[src/logic/sgc_pkg.sv]
// Purpose: Constants and types for the switchgear command control block
// Assumes: One 10 MHz clock, asynchronous active-low reset
// Notes:   Times in microseconds, cycle counts derived from the clock rate
`default_nettype none
package sgc_pkg;
   localparam int unsigned CLK_HZ       = 10_000_000;
   localparam int unsigned TRAVEL_US    = 100_000;
   localparam int unsigned HOLD_US      = 200_000;
   localparam int unsigned BYPASS_US    = 60_000_000;
   localparam int unsigned TRAVEL_CYC   = TRAVEL_US * (CLK_HZ / 1_000_000);
   localparam int unsigned HOLD_CYC     = HOLD_US * (CLK_HZ / 1_000_000);
   localparam int unsigned BYPASS_CYC   = BYPASS_US * (CLK_HZ / 1_000_000);
   localparam int unsigned CMD_PULSE_CYC = 1000;
   localparam int unsigned CNT_W        = 32;
   localparam int unsigned NUM_SLOTS    = 8;
   localparam int unsigned NUM_IL       = 3;

   // APB register byte offsets
   localparam logic [7:0] REG_CTRL     = 8'h00;
   localparam logic [7:0] REG_SLOTS    = 8'h04;
   localparam logic [7:0] REG_CMD      = 8'h08;
   localparam logic [7:0] REG_STATUS   = 8'h0C;
   localparam logic [7:0] REG_HOLD     = 8'h10;
   localparam logic [7:0] REG_TRAVEL   = 8'h14;
   localparam logic [7:0] REG_BYPASS   = 8'h18;

   // CTRL fields
   localparam int unsigned CTRL_AUTH_LSB   = 0;
   localparam int unsigned CTRL_BYP_LSB    = 2;
   localparam int unsigned CTRL_BYP_EN     = 4;
   localparam int unsigned CTRL_LATCH      = 5;
   localparam int unsigned CTRL_OVR_EN     = 6;
   localparam int unsigned CTRL_OVR_LSB    = 7;
   localparam int unsigned CTRL_CLOSE_WIRED = 9;
   localparam int unsigned CTRL_OPEN_WIRED  = 10;
   localparam logic [31:0] CTRL_RESET      = 32'h0000_0623;

   // CMD fields (write-one pulses)
   localparam int unsigned CMD_CLOSE = 0;
   localparam int unsigned CMD_OPEN  = 1;
   localparam int unsigned CMD_ACK   = 2;

   localparam logic [31:0] SLOTS_RESET = 32'h0000_0000;

   typedef enum logic [1:0] {
      AUTH_NONE, AUTH_LOCAL, AUTH_REMOTE, AUTH_BOTH
   } sgc_auth_type;

   typedef enum logic [1:0] {
      BYP_SINGLE, BYP_PERMANENT, BYP_TIMED, BYP_OFF
   } sgc_bypass_type;

   localparam logic [1:0] POS_TRANSIT   = 2'h0;
   localparam logic [1:0] POS_OPEN      = 2'h1;
   localparam logic [1:0] POS_CLOSED    = 2'h2;
   localparam logic [1:0] POS_DISTURBED = 2'h3;
endpackage
`default_nettype wire

[src/logic/sgc_sync.sv]
// Purpose: Two-flop synchroniser for a bundle of pin levels
// Assumes: Inputs asynchronous to mclk_i
// Notes:   First stage is read only by the second
`default_nettype none
module sgc_sync #(
   parameter int unsigned WIDTH = 1
) (
   input  wire logic             mclk_i,
   input  wire logic             nrst_i,
   input  wire logic [WIDTH-1:0] async_i,
   output logic      [WIDTH-1:0] sync_o
);
   typedef struct packed {
      logic [WIDTH-1:0] meta;
      logic [WIDTH-1:0] stable;
   } sgc_sync_state_type;

   sgc_sync_state_type st;
   sgc_sync_state_type next_st;

   always_comb begin
      next_st.meta   = async_i;
      next_st.stable = st.meta;
   end

   always_ff @(posedge mclk_i or negedge nrst_i) begin
      if (!nrst_i) begin
         st <= '0;
      end else begin
         st <= next_st;
      end
   end

   assign sync_o = st.stable;
endmodule
`default_nettype wire

[src/logic/sgc_timer.sv]
// Purpose: Loadable down-counter with a running flag
// Assumes: Load value of zero means expire at once
// Notes:   Used for travel supervision, trip hold and bypass window
`default_nettype none
module sgc_timer #(
   parameter int unsigned WIDTH = 32
) (
   input  wire logic             mclk_i,
   input  wire logic             nrst_i,
   input  wire logic             load_i,
   input  wire logic             stop_i,
   input  wire logic [WIDTH-1:0] value_i,
   output logic                  running_o
);
   typedef struct packed {
      logic [WIDTH-1:0] count;
      logic             run;
   } sgc_timer_state_type;

   sgc_timer_state_type st;
   sgc_timer_state_type next_st;

   always_comb begin
      next_st = st;
      if (load_i) begin
         next_st.count = value_i;
         next_st.run   = (value_i != '0);
      end else if (stop_i) begin
         next_st.run = 1'b0;
      end else if (st.run) begin
         next_st.count = st.count - 1'b1;
         if (st.count == {{(WIDTH-1){1'b0}}, 1'b1}) begin
            next_st.run = 1'b0;
         end
      end
   end

   always_ff @(posedge mclk_i or negedge nrst_i) begin
      if (!nrst_i) begin
         st <= '0;
      end else begin
         st <= next_st;
      end
   end

   assign running_o = st.run;
endmodule
`default_nettype wire

[src/logic/sgc_top.sv]
// Purpose: Command control and trip manager for one breaker
// Assumes: Pins and panel keys are asynchronous; APB on mclk_i
// Notes:   Summary of operation below
//
// Summary of operation
// - State code: transit0 open1 closed2 disturbed3
// - Travel timer runs per command, fault on expiry
// - Unwired open contact reports disturbed
// - Three interlocks per direction block that direction
// - Protection open and reclose ignore interlocks
// - Trip output ORs assigned trip slots
// - Unassigned trip sources never reach breaker
// - Trip held for minimum hold time
// - Latched trip held until acknowledged
// - Latch clears on ack after sources drop
// - External close and open requests accepted
// - Simultaneous open beats close
// - Close on rising edge, open on level
// - SCADA needs remote or both authority
// - Authority decode: none, local, remote, both
// - Authority never affects protection trips
// - Bypass modes: single, permanent, timed
// - Bypass time limit applies to single too
// - Bypass input signal enables bypass
// - Override replaces state and flags it
// - One command at a time, others ignored except protection open over a running close
// - No command toward position already held
// - One close pulse per panel key press
`default_nettype none
module sgc_top
   import sgc_pkg::*;
#(
   parameter int unsigned SLOTS = NUM_SLOTS,
   parameter logic [31:0] TRAVEL_DEF = 32'(TRAVEL_CYC),
   parameter logic [31:0] HOLD_DEF   = 32'(HOLD_CYC),
   parameter logic [31:0] BYPASS_DEF = 32'(BYPASS_CYC),
   parameter logic [31:0] PULSE_DEF  = 32'(CMD_PULSE_CYC)
) (
   input  wire logic             mclk_i,
   input  wire logic             nrst_i,
   input  wire logic             psel_i,
   input  wire logic             penable_i,
   input  wire logic             pwrite_i,
   input  wire logic [7:0]       paddr_i,
   input  wire logic [31:0]      pwdata_i,
   output logic      [31:0]      prdata_o,
   output logic                  pready_o,
   output logic                  pslverr_o,
   input  wire logic             aux_closed_i,
   input  wire logic             aux_open_i,
   input  wire logic [SLOTS-1:0] prot_trip_i,
   input  wire logic             prot_open_block_i,
   input  wire logic             auto_reclose_i,
   input  wire logic [NUM_IL-1:0] close_interlock_i,
   input  wire logic [NUM_IL-1:0] open_interlock_i,
   input  wire logic             ext_close_request_i,
   input  wire logic             ext_open_request_i,
   input  wire logic             panel_close_key_i,
   input  wire logic             panel_open_key_i,
   input  wire logic             trip_ack_input_i,
   input  wire logic             bypass_duration_i,
   output logic                  close_cmd_o,
   output logic                  open_cmd_o,
   output logic                  trip_o,
   output logic      [1:0]       breaker_state_code_o,
   output logic                  transit_indication_o,
   output logic                  fault_indication_o,
   output logic                  override_flag_o
);
   localparam int unsigned NPIN = SLOTS + 2 * NUM_IL + 10;

   typedef struct packed {
      logic [31:0]      ctrl;
      logic [31:0]      slots;
      logic [31:0]      hold;
      logic [31:0]      travel;
      logic [31:0]      bypass;
      logic [31:0]      rdata;
      logic             ready;
      logic             err;
      logic             ext_close_d;
      logic             key_close_d;
      logic             latched;
      logic             trip;
      logic             closing;
      logic             opening;
      logic [31:0]      pulse;
      logic             fault;
      logic             byp_used;
      logic [1:0]       state;
      logic             close_q;
      logic             open_q;
      logic             busy_q;
   } sgc_state_type;

   sgc_state_type st;
   sgc_state_type next_st;

   logic [NPIN-1:0] pin_raw;
   logic [NPIN-1:0] pin;
   logic             trav_run;
   logic             hold_run;
   logic             byp_run;
   logic             trav_load;
   logic             hold_load;
   logic             byp_load;

   assign pin_raw = {prot_trip_i, close_interlock_i, open_interlock_i, aux_closed_i, aux_open_i,
                     prot_open_block_i, auto_reclose_i, ext_close_request_i, ext_open_request_i,
                     panel_close_key_i, panel_open_key_i, trip_ack_input_i, bypass_duration_i};

   sgc_sync #(.WIDTH(NPIN)) u_sync (
      .mclk_i (mclk_i),
      .nrst_i (nrst_i),
      .async_i(pin_raw),
      .sync_o (pin)
   );

   logic [SLOTS-1:0]  s_trip;
   logic [NUM_IL-1:0] s_cil;
   logic [NUM_IL-1:0] s_oil;
   logic s_auxc, s_auxo, s_pblk, s_ar, s_exc, s_exo, s_kc, s_ko, s_ack, s_bypin;
   assign {s_trip, s_cil, s_oil, s_auxc, s_auxo, s_pblk, s_ar, s_exc, s_exo,
           s_kc, s_ko, s_ack, s_bypin} = pin;

   sgc_timer #(.WIDTH(32)) u_travel (
      .mclk_i   (mclk_i),
      .nrst_i   (nrst_i),
      .load_i   (trav_load),
      .stop_i   (1'b0),
      .value_i  (st.travel),
      .running_o(trav_run)
   );

   sgc_timer #(.WIDTH(32)) u_hold (
      .mclk_i   (mclk_i),
      .nrst_i   (nrst_i),
      .load_i   (hold_load),
      .stop_i   (1'b0),
      .value_i  (st.hold),
      .running_o(hold_run)
   );

   sgc_timer #(.WIDTH(32)) u_bypass (
      .mclk_i   (mclk_i),
      .nrst_i   (nrst_i),
      .load_i   (byp_load),
      .stop_i   (1'b0),
      .value_i  (st.bypass),
      .running_o(byp_run)
   );

   // Combinational decode
   logic         wr;
   logic         rd_sel;
   logic         ack_evt;
   logic         sw_close;
   logic         sw_open;
   sgc_auth_type auth;
   sgc_bypass_type bmode;
   logic         local_ok;
   logic         remote_ok;
   logic         bypass_on;
   logic         busy;
   logic [SLOTS-1:0] assigned;
   logic         any_src;
   logic         close_req;
   logic         open_req;
   logic         ar_close;
   logic         prot_open;
   logic [1:0]   raw_state;
   logic [1:0]   vstate;

   always_comb begin
      wr        = psel_i && penable_i && pwrite_i;
      rd_sel    = psel_i && !penable_i && !pwrite_i;
      auth      = sgc_auth_type'(st.ctrl[CTRL_AUTH_LSB +: 2]);
      bmode     = sgc_bypass_type'(st.ctrl[CTRL_BYP_LSB +: 2]);
      sw_close  = wr && (paddr_i == REG_CMD) && pwdata_i[CMD_CLOSE];
      sw_open   = wr && (paddr_i == REG_CMD) && pwdata_i[CMD_OPEN];
      ack_evt   = (wr && (paddr_i == REG_CMD) && pwdata_i[CMD_ACK]) || s_ack;
      local_ok  = (auth == AUTH_LOCAL) || (auth == AUTH_BOTH);
      remote_ok = (auth == AUTH_REMOTE) || (auth == AUTH_BOTH);
      // Bypass window shared by timed and single modes
      bypass_on = s_bypin
               || (st.ctrl[CTRL_BYP_EN] && bmode == BYP_PERMANENT)
               || (byp_run && bmode == BYP_TIMED)
               || (byp_run && bmode == BYP_SINGLE && !st.byp_used);
      busy      = st.closing || st.opening;
      assigned  = st.slots[SLOTS-1:0];
      any_src   = |(s_trip & assigned);
      // Request gathering; close only on edges
      close_req = (remote_ok && (sw_close || (s_exc && !st.ext_close_d)))
               || (local_ok && s_kc && !st.key_close_d);
      open_req  = (remote_ok && (sw_open || s_exo)) || (local_ok && s_ko);
      ar_close  = s_ar;
      prot_open = st.trip && !s_pblk;
      // Position decode
      if (!st.ctrl[CTRL_OPEN_WIRED] && !st.ctrl[CTRL_CLOSE_WIRED]) begin
         raw_state = POS_DISTURBED;
      end else if (!st.ctrl[CTRL_OPEN_WIRED]) begin
         raw_state = POS_DISTURBED;
      end else if (!st.ctrl[CTRL_CLOSE_WIRED]) begin
         raw_state = s_auxo ? POS_OPEN : POS_CLOSED;
      end else if (s_auxc && !s_auxo) begin
         raw_state = POS_CLOSED;
      end else if (!s_auxc && s_auxo) begin
         raw_state = POS_OPEN;
      end else begin
         raw_state = (st.fault || (!trav_run && busy)) ? POS_DISTURBED : POS_TRANSIT;
      end
      vstate = st.ctrl[CTRL_OVR_EN] ? st.ctrl[CTRL_OVR_LSB +: 2] : raw_state;
   end

   always_comb begin
      next_st   = st;
      trav_load = 1'b0;
      hold_load = 1'b0;
      byp_load  = 1'b0;
      next_st.ext_close_d = s_exc;
      next_st.key_close_d = s_kc;
      next_st.state = vstate;
      // APB slave, zero wait states
      next_st.ready = psel_i && !penable_i;
      next_st.err   = 1'b0;
      if (rd_sel) begin
         case (paddr_i)
            REG_CTRL:   next_st.rdata = st.ctrl;
            REG_SLOTS:  next_st.rdata = st.slots;
            REG_HOLD:   next_st.rdata = st.hold;
            REG_TRAVEL: next_st.rdata = st.travel;
            REG_BYPASS: next_st.rdata = st.bypass;
            REG_STATUS: next_st.rdata = {24'h00_0000, busy, st.latched, byp_run,
                                         st.fault, trav_run, st.trip, vstate};
            REG_CMD:    next_st.rdata = 32'h0000_0000;
            default:    next_st.rdata = 32'h0000_0000;
         endcase
      end
      if (psel_i && !penable_i) begin
         case (paddr_i)
            REG_CTRL, REG_SLOTS, REG_CMD, REG_STATUS, REG_HOLD, REG_TRAVEL, REG_BYPASS:
               next_st.err = 1'b0;
            default: next_st.err = 1'b1;
         endcase
      end
      if (wr) begin
         case (paddr_i)
            REG_CTRL: begin
               next_st.ctrl = pwdata_i;
               if (pwdata_i[CTRL_BYP_EN] && !st.ctrl[CTRL_BYP_EN]) begin
                  byp_load         = 1'b1;
                  next_st.byp_used = 1'b0;
               end
            end
            REG_SLOTS:  next_st.slots  = pwdata_i;
            REG_HOLD:   next_st.hold   = pwdata_i;
            REG_TRAVEL: next_st.travel = pwdata_i;
            REG_BYPASS: next_st.bypass = pwdata_i;
            default:    next_st.ctrl   = st.ctrl;
         endcase
      end
      // Trip manager
      if (any_src && !st.trip) begin
         next_st.trip = 1'b1;
         hold_load    = 1'b1;
      end
      if (any_src && st.ctrl[CTRL_LATCH]) begin
         next_st.latched = 1'b1;
      end else if (st.latched && !any_src
                   && (ack_evt || !st.ctrl[CTRL_LATCH] || assigned == '0)) begin
         next_st.latched = 1'b0;
      end
      if (st.trip && !any_src && !hold_run && !hold_load && !st.latched) begin
         next_st.trip = 1'b0;
      end
      // Command sequencer
      if (busy) begin
         if ((st.closing && vstate == POS_CLOSED) || (st.opening && vstate == POS_OPEN)) begin
            next_st.closing = 1'b0;
            next_st.opening = 1'b0;
         end else if (!trav_run) begin
            next_st.fault   = 1'b1;
            next_st.closing = 1'b0;
            next_st.opening = 1'b0;
         end
         // Protection open preempts a running close
         if (prot_open && st.closing && vstate != POS_OPEN) begin
            next_st.closing = 1'b0;
            next_st.opening = 1'b1;
            trav_load       = 1'b1;
            next_st.fault   = 1'b0;
         end
      end else if (prot_open && vstate != POS_OPEN) begin
         next_st.opening = 1'b1;
         trav_load       = 1'b1;
         next_st.fault   = 1'b0;
      end else if (open_req && vstate != POS_OPEN
                   && ((s_oil == '0) || bypass_on)) begin
         next_st.opening = 1'b1;
         trav_load       = 1'b1;
         next_st.fault   = 1'b0;
         next_st.byp_used = next_st.byp_used | (s_oil != '0);
      end else if ((close_req || ar_close) && !open_req && vstate != POS_CLOSED
                   && (ar_close || (s_cil == '0) || bypass_on)) begin
         next_st.closing = 1'b1;
         trav_load       = 1'b1;
         next_st.fault   = 1'b0;
         next_st.byp_used = next_st.byp_used | (!ar_close && s_cil != '0);
      end
      if (trav_load) begin
         next_st.pulse = PULSE_DEF;
      end else if (st.pulse != 32'h0000_0000) begin
         next_st.pulse = st.pulse - 32'h0000_0001;
      end
      // Outputs come from flops so the breaker coil never sees a decode glitch
      next_st.close_q = next_st.closing && (next_st.pulse != 32'h0000_0000);
      next_st.open_q  = next_st.opening && (next_st.pulse != 32'h0000_0000);
      next_st.busy_q  = next_st.closing || next_st.opening;
   end

   always_ff @(posedge mclk_i or negedge nrst_i) begin
      if (!nrst_i) begin
         st        <= '0;
         st.ctrl   <= CTRL_RESET;
         st.slots  <= SLOTS_RESET;
         st.hold   <= HOLD_DEF;
         st.travel <= TRAVEL_DEF;
         st.bypass <= BYPASS_DEF;
      end else begin
         st <= next_st;
      end
   end

   assign prdata_o             = st.rdata;
   assign pready_o             = st.ready;
   assign pslverr_o            = st.err;
   assign close_cmd_o          = st.close_q;
   assign open_cmd_o           = st.open_q;
   assign trip_o               = st.trip;
   assign breaker_state_code_o = st.state;
   assign transit_indication_o = st.busy_q;
   assign fault_indication_o   = st.fault;
   assign override_flag_o      = st.ctrl[CTRL_OVR_EN];
endmodule
`default_nettype wire

[config.mk]
export PLATFORM = sky130hd
export DESIGN_NAME = sgc_top
export DESIGN_NICKNAME = d
export VERILOG_FILES = /design/src/logic/sgc_pkg.sv /design/src/logic/sgc_sync.sv /design/src/logic/sgc_timer.sv /design/src/logic/sgc_top.sv
export SDC_FILE = /design/constraint.sdc
export NUM_CORES = 1
export LEC_CHECK = 0
export BUFFER_PORTS_ARGS = -buffer_cell sky130_fd_sc_hd__buf_2
export CAP_MARGIN = 20
export CORE_ASPECT_RATIO = 1.1
export CORE_MARGIN = 2
export CORE_UTILIZATION = 37
export CTS_BUF_LIST = sky130_fd_sc_hd__clkbuf_16
export DETAILED_ROUTE_END_ITERATION = 16
export GPL_ROUTABILITY_DRIVEN = 0
export PLACE_DENSITY = 0.63
export SLEW_MARGIN = 20
export SYNTH_ARGS = -nofsm -noshare
export SYNTH_HDL_FRONTEND = slang
export SYNTH_SLANG_ARGS = --single-unit
[constraint.sdc]
create_clock -name mclk_i -period 2.8 [get_ports mclk_i]
set_input_delay 0.56 -clock mclk_i [delete_from_list [all_inputs] [get_ports mclk_i]]
set_output_delay 0.56 -clock mclk_i [all_outputs]
set_load 0.1 [all_outputs]
* Yosys cells after proc, flatten, opt, wreduce, memory -nomap -nowiden
Cells that the tools add are included.
** Word-level totals
- ROM bits :: 0
- Memory bits (writable) :: 0
- Memories :: 0
- Input port bits :: 69
- Bits in latches :: 0
- Output and inout bits :: 42
- Register bits :: 386
- Logic and storage cells :: 223
** Operators by class
- Magnitude comparators :: 0
- $mul :: 0
- Muxes and demuxes :: 56
- Div/mod/pow operators :: 0
- Reductions and logical operators :: 111
- Equal/unequal tests :: 20
- Shift operators :: 0
- Bitwise gates (word level) :: 3
- Add/sub/neg operators :: 4
** Operators by type and width (count)
- $mux W33 :: 6
- $pmux W32 S6 :: 1
- $reduce_bool A32 Y1 :: 5
- $sub A32 B1 Y32 const B :: 4
- $eq A32 B1 Y1 const B :: 3
- $mux W32 :: 2
- $logic_and A1 B1 Y1 :: 45
- $mux W1 :: 33
- $mux W2 :: 14
- $eq A8 B5 Y1 const B :: 3
- $logic_not A1 Y1 :: 20
- $logic_or A1 B1 Y1 :: 20
- $eq A8 B4 Y1 const B :: 2
- $logic_not A8 Y1 :: 2
- $reduce_and A2 Y1 :: 5
- $reduce_bool A2 Y1 :: 5
- $and A8 B8 Y8 :: 1
- $eq A2 B2 Y1 const B :: 4
- $eq A8 B3 Y1 const B :: 1
- $reduce_or A8 Y1 :: 1
- $reduce_or A7 Y1 :: 1
- $eq A2 B1 Y1 const B :: 3
- $logic_not A3 Y1 :: 2
- $reduce_bool A3 Y1 :: 2
- other kinds (8) :: 9

* Logic depth before layout (Yosys ltp)
- Depth in word-level cells :: 20
- Mapped depth :: 11
- Gate-level depth less buffers :: 10

* By module
A second synthesis with hierarchy kept.
** Unflattened totals
- Cell total of the unflattened synthesis :: 1645
- Area, all modules :: 18360.1 sq um
** By module, submodules not included
- sgc_top :: times used 1, cells each 911, area each 11050.6 sq um, seq. area each 6017.0 sq um
- sgc_timer (u_bypass ...) :: times used 2, cells each 229, area each 2045.7 sq um, seq. area each 825.8 sq um
- sgc_timer (u_travel) :: times used 1, cells each 228, area each 2016.9 sq um, seq. area each 825.8 sq um
- sgc_sync :: times used 1, cells each 48, area each 1201.2 sq um, seq. area each 1201.2 sq um

* Least setup slack after synthesis
Ideal clock, no wire load.
- Path kind :: register -> register
- From :: register st (netlist bit fault_indication_o)
- To :: register st[35] in the netlist's numbering
- Arrival time :: 2.623 ns
- Buffers on the path :: 2
- Clock period less this slack :: 2.745 ns
- Setup slack :: 0.055 ns
- Library setup time :: 0.122 ns
- Cell stages (with the launch flop) :: 9
- Required time :: 2.678 ns
- Path through :: dfrtp_1 > o21ai_0 > a32oi_1 > o21ai_1 > a211oi_2 > a2bb2oi_2 > buf_2 > buf_4 > nor2_1
** RTL lines
- start, declared :: RTL line sgc_top.sv:96 : sgc_state_type st;
- start signal, assigned :: RTL line sgc_top.sv:330 : st <= next_st;

==> out/results.ini <==
[critical_path]
r2r_slack_ps = 160
path_max_fanout = 6
crit_chain = nor4_2, nand4_2, or3_4, nand4_2, nor3_1, or3_1, and4b_2, a21boi_1
worstSetupPathDepth = 8
worstSetupEndpointType = flop
r2r_cells = 8
r2r_end = close_cmd_o
critPathArrivalTime_ps = 3130
reg2reg_from = st[33]
cpLargestDelayFamily = simple AND/OR/NAND/NOR gates
cp.required_ps = 3290
slowest_delay_ps = 490
slowest_stage = or3_4
crit_type = reg2reg
cp-start-kind = flop
crit_path_frequent_cell = nand4_2
worst-path-buf-inv = 0

[final_layout]
final_net_count = 1784
ff_latch_area_um2 = 9697
multiInputGateArea_um2 = 7595
fillers = 4503
layout_commonest_cell = dfrtp_1
layout_common_cells = dfrtp_1, nand2_1, mux2_2
drive_gt1_frac = 0.2645
area_growth_syn_to_layout_pct = 16.19
instances_no_fill = 2385

[hold_path]
hold_start = open_interlock_i[1]
hold_path_end = u_sync.next_st[11]
hp-class = in2reg
worstHoldPathCells = 1

[logic_synthesis]
synth_simple_gate_area_frac = 0.1502
ys_seq_area_frac = 0.5431
synth_compound_area_frac = 0.1103
synth.area.top_cells = dfrtp_1, mux2_2, dfstp_2, nand2_1, xnor2_1
synth_top_family_by_area = simple AND/OR/NAND/NOR gates
ys_seq_elements = 386
async_flop_share = 1.000
yosysTopAreaCellShare = 0.5005
synthXorXnorAreaFrac = 0.05446
synth_area_per_cell_um2 = 11.12
synth_edf_count = 0
synth.largest_area_cell = dfrtp_1
ys.flop_type = dfrtp_1
syn_area_um2 = 17850
synth_cell_types = 81
synth_adder_area_share = 0.006168
ys.warnings.count = 0
syn_nets = 1682
synth.area.mux_share = 0.09897
synthCells = 1605

[grt]
grt_pass1_wl_um = 75690
grt_pass1_vias = 13080
grt_max_degree = 98
antenna_found_initial = 2
gr-usage-all-layers = 0.1969
gr-total-overflow = 0

[drt]
wirelength_um = 48470
drc = 0
wl_per_cell_um = 20.32
drt_iter0_drc = 1188
via_count = 13010
dr.pass1.iters = 7
antenna_left = 0
viasPerCell = 5.456

[placement]
io_buffers = 110
placed_cells = 2308
dp_hpwl_um = 34010

[clock_tree]
cts_root_buffer = clkbuf_16
htree_levels = 2
clk_path_buf_depth = 3
tritoncts = done
cts_buffers = 41
clkSinkCount = 386
clk_latency_ps = 570
clk_pin_slew_ps = 60

[sta]
fmax_ghz = 0.3785
worstMarginPinSlew_ps = 582.0
hold_viol_final = 0
setup_viol = 0
clock_skew_ps = 24.11
slew-limit-headroom = 0.6090
post-route-period-util = 0.9437
tns_ps = 0
fin_crit_ps = 2642
finalMaxSlewViolations = 0

[floorplan]
die_w_um = 213.4
boundaryPins = 111
placementRows = 84
initial_utilization = 0.3741
die_area_um2 = 50020
die_h_um = 234.4
coreArea_um2 = 47720

[pwr]
power_w = 0.01536
peakVddDrop_mv = 0.9928
leakage_nw = 9.351
powerDensity_nw_per_um2 = 740.7

[run_status]
status = finished clean

[flow_run]
cap_violations = 0

[power breakdown]
group          total, W  internal [W]  switching, W
Combinational   0.00293       0.00119       0.00173
Sequential      0.00680       0.00618      0.000623
Clock           0.00564       0.00337       0.00227
Total            0.0154        0.0107       0.00463
[registers in the layout, indices dropped and copies added, names as in the netlist]
name and count:
assigned 8, auth 2, bmode 2, breaker_state_code_o 2, close_cmd_o 1, fault_indication_o 1
open_cmd_o 1, override_flag_o 1, prdata_o 32, pready_o 1, pslverr_o 1, st 185
transit_indication_o 1, trip_o 1, u_bypass.running_o 1, u_bypass.st 32, u_hold.running_o 1, u_hold.st 32
u_sync.next_st 24, u_sync.sync_o 24, u_travel.running_o 1, u_travel.st 32
[what timing repair did]
item / CTS / global route
hold endpoints to repair: 37 / 0
endpoints found under the setup margin: 0 / 7
hold buffers: 1 / 0
gates resized for setup: 0 / 15
buffers inserted: 0 / 0
[metrics by stage]
stage / setup slack, ps / util / hold WS [ps] / cell area [µm²]
after floorplan: 55.05 / - / 264.4 / 17850
final: 157.6 / 0.4347 / 102.0 / 20740
after global routing: -7.322 / 0.4346 / 82.37 / 20740
after global placement: 32.91 / 0.4042 / 333.1 / 19280
after detailed placement: -27.41 / 0.4042 / 334.7 / 19280
after CTS: 68.14 / 0.4335 / 72.95 / 20680
[layout make-up]
cell class              count  share of cell area
inverters                  24            0.004343
well taps                 645             0.03891
diodes                      1           0.0001206
clock inverters            33             0.01629
flip-flops and latches    386              0.4675
multi-input cells        1086              0.3662
repair buffers            168             0.05598
clock buffers              42             0.05067
[cell usage after synthesis, drive strengths merged, types with 12 or more instances]
| master | n |
|---|---|
| nor3 | 44 |
| buf | 56 |
| inv | 24 |
| a21oi | 41 |
| xor2 | 40 |
| a222oi | 26 |
| nand3 | 19 |
| dfrtp | 357 |
| o21ai | 97 |
| a22o | 26 |
| or3 | 22 |
| nor4 | 50 |
| a22oi | 43 |
| nand4 | 12 |
| mux2 | 156 |
| nor2 | 129 |
| clkbuf | 53 |
| dfstp | 29 |
| or4 | 15 |
| nand2 | 171 |
| xnor2 | 71 |
[metal layers]
| layer | vias up | track usage | routed length, µm |
|---|---|---|---|
| met2 | 416 | 0.3050 | 21860 |
| met4 | 0 | 0.07313 | 1702 |
| met3 | 90 | 0.03870 | 3140 |
| met1 | 6548 | 0.2735 | 21770 |
| met5 | - | 0 | 0 |
| li1 | 5958 | - | - |
[kinds of logic after synthesis]
family          after synthesis
fa+ha+maj                     9
compound gates              288
buf+inv                     133
xor+xnor                    111
flops                       386
mux                         157
simple gates                521
[how the worst max path moves through the flow]
stage	from	endpoint	slack [ps]
final	st[33]	close_cmd_o	160
after global routing	st[8]	close_cmd_o	-7
after CTS	st[14]	close_cmd_o	70
after detailed placement	paddr_i[5]	u_travel.running_o	-30
after global placement	paddr_i[1]	u_travel.running_o	30
after floorplan	fault_indication_o	st[35]	60
(Power assumes the default switching activity.)
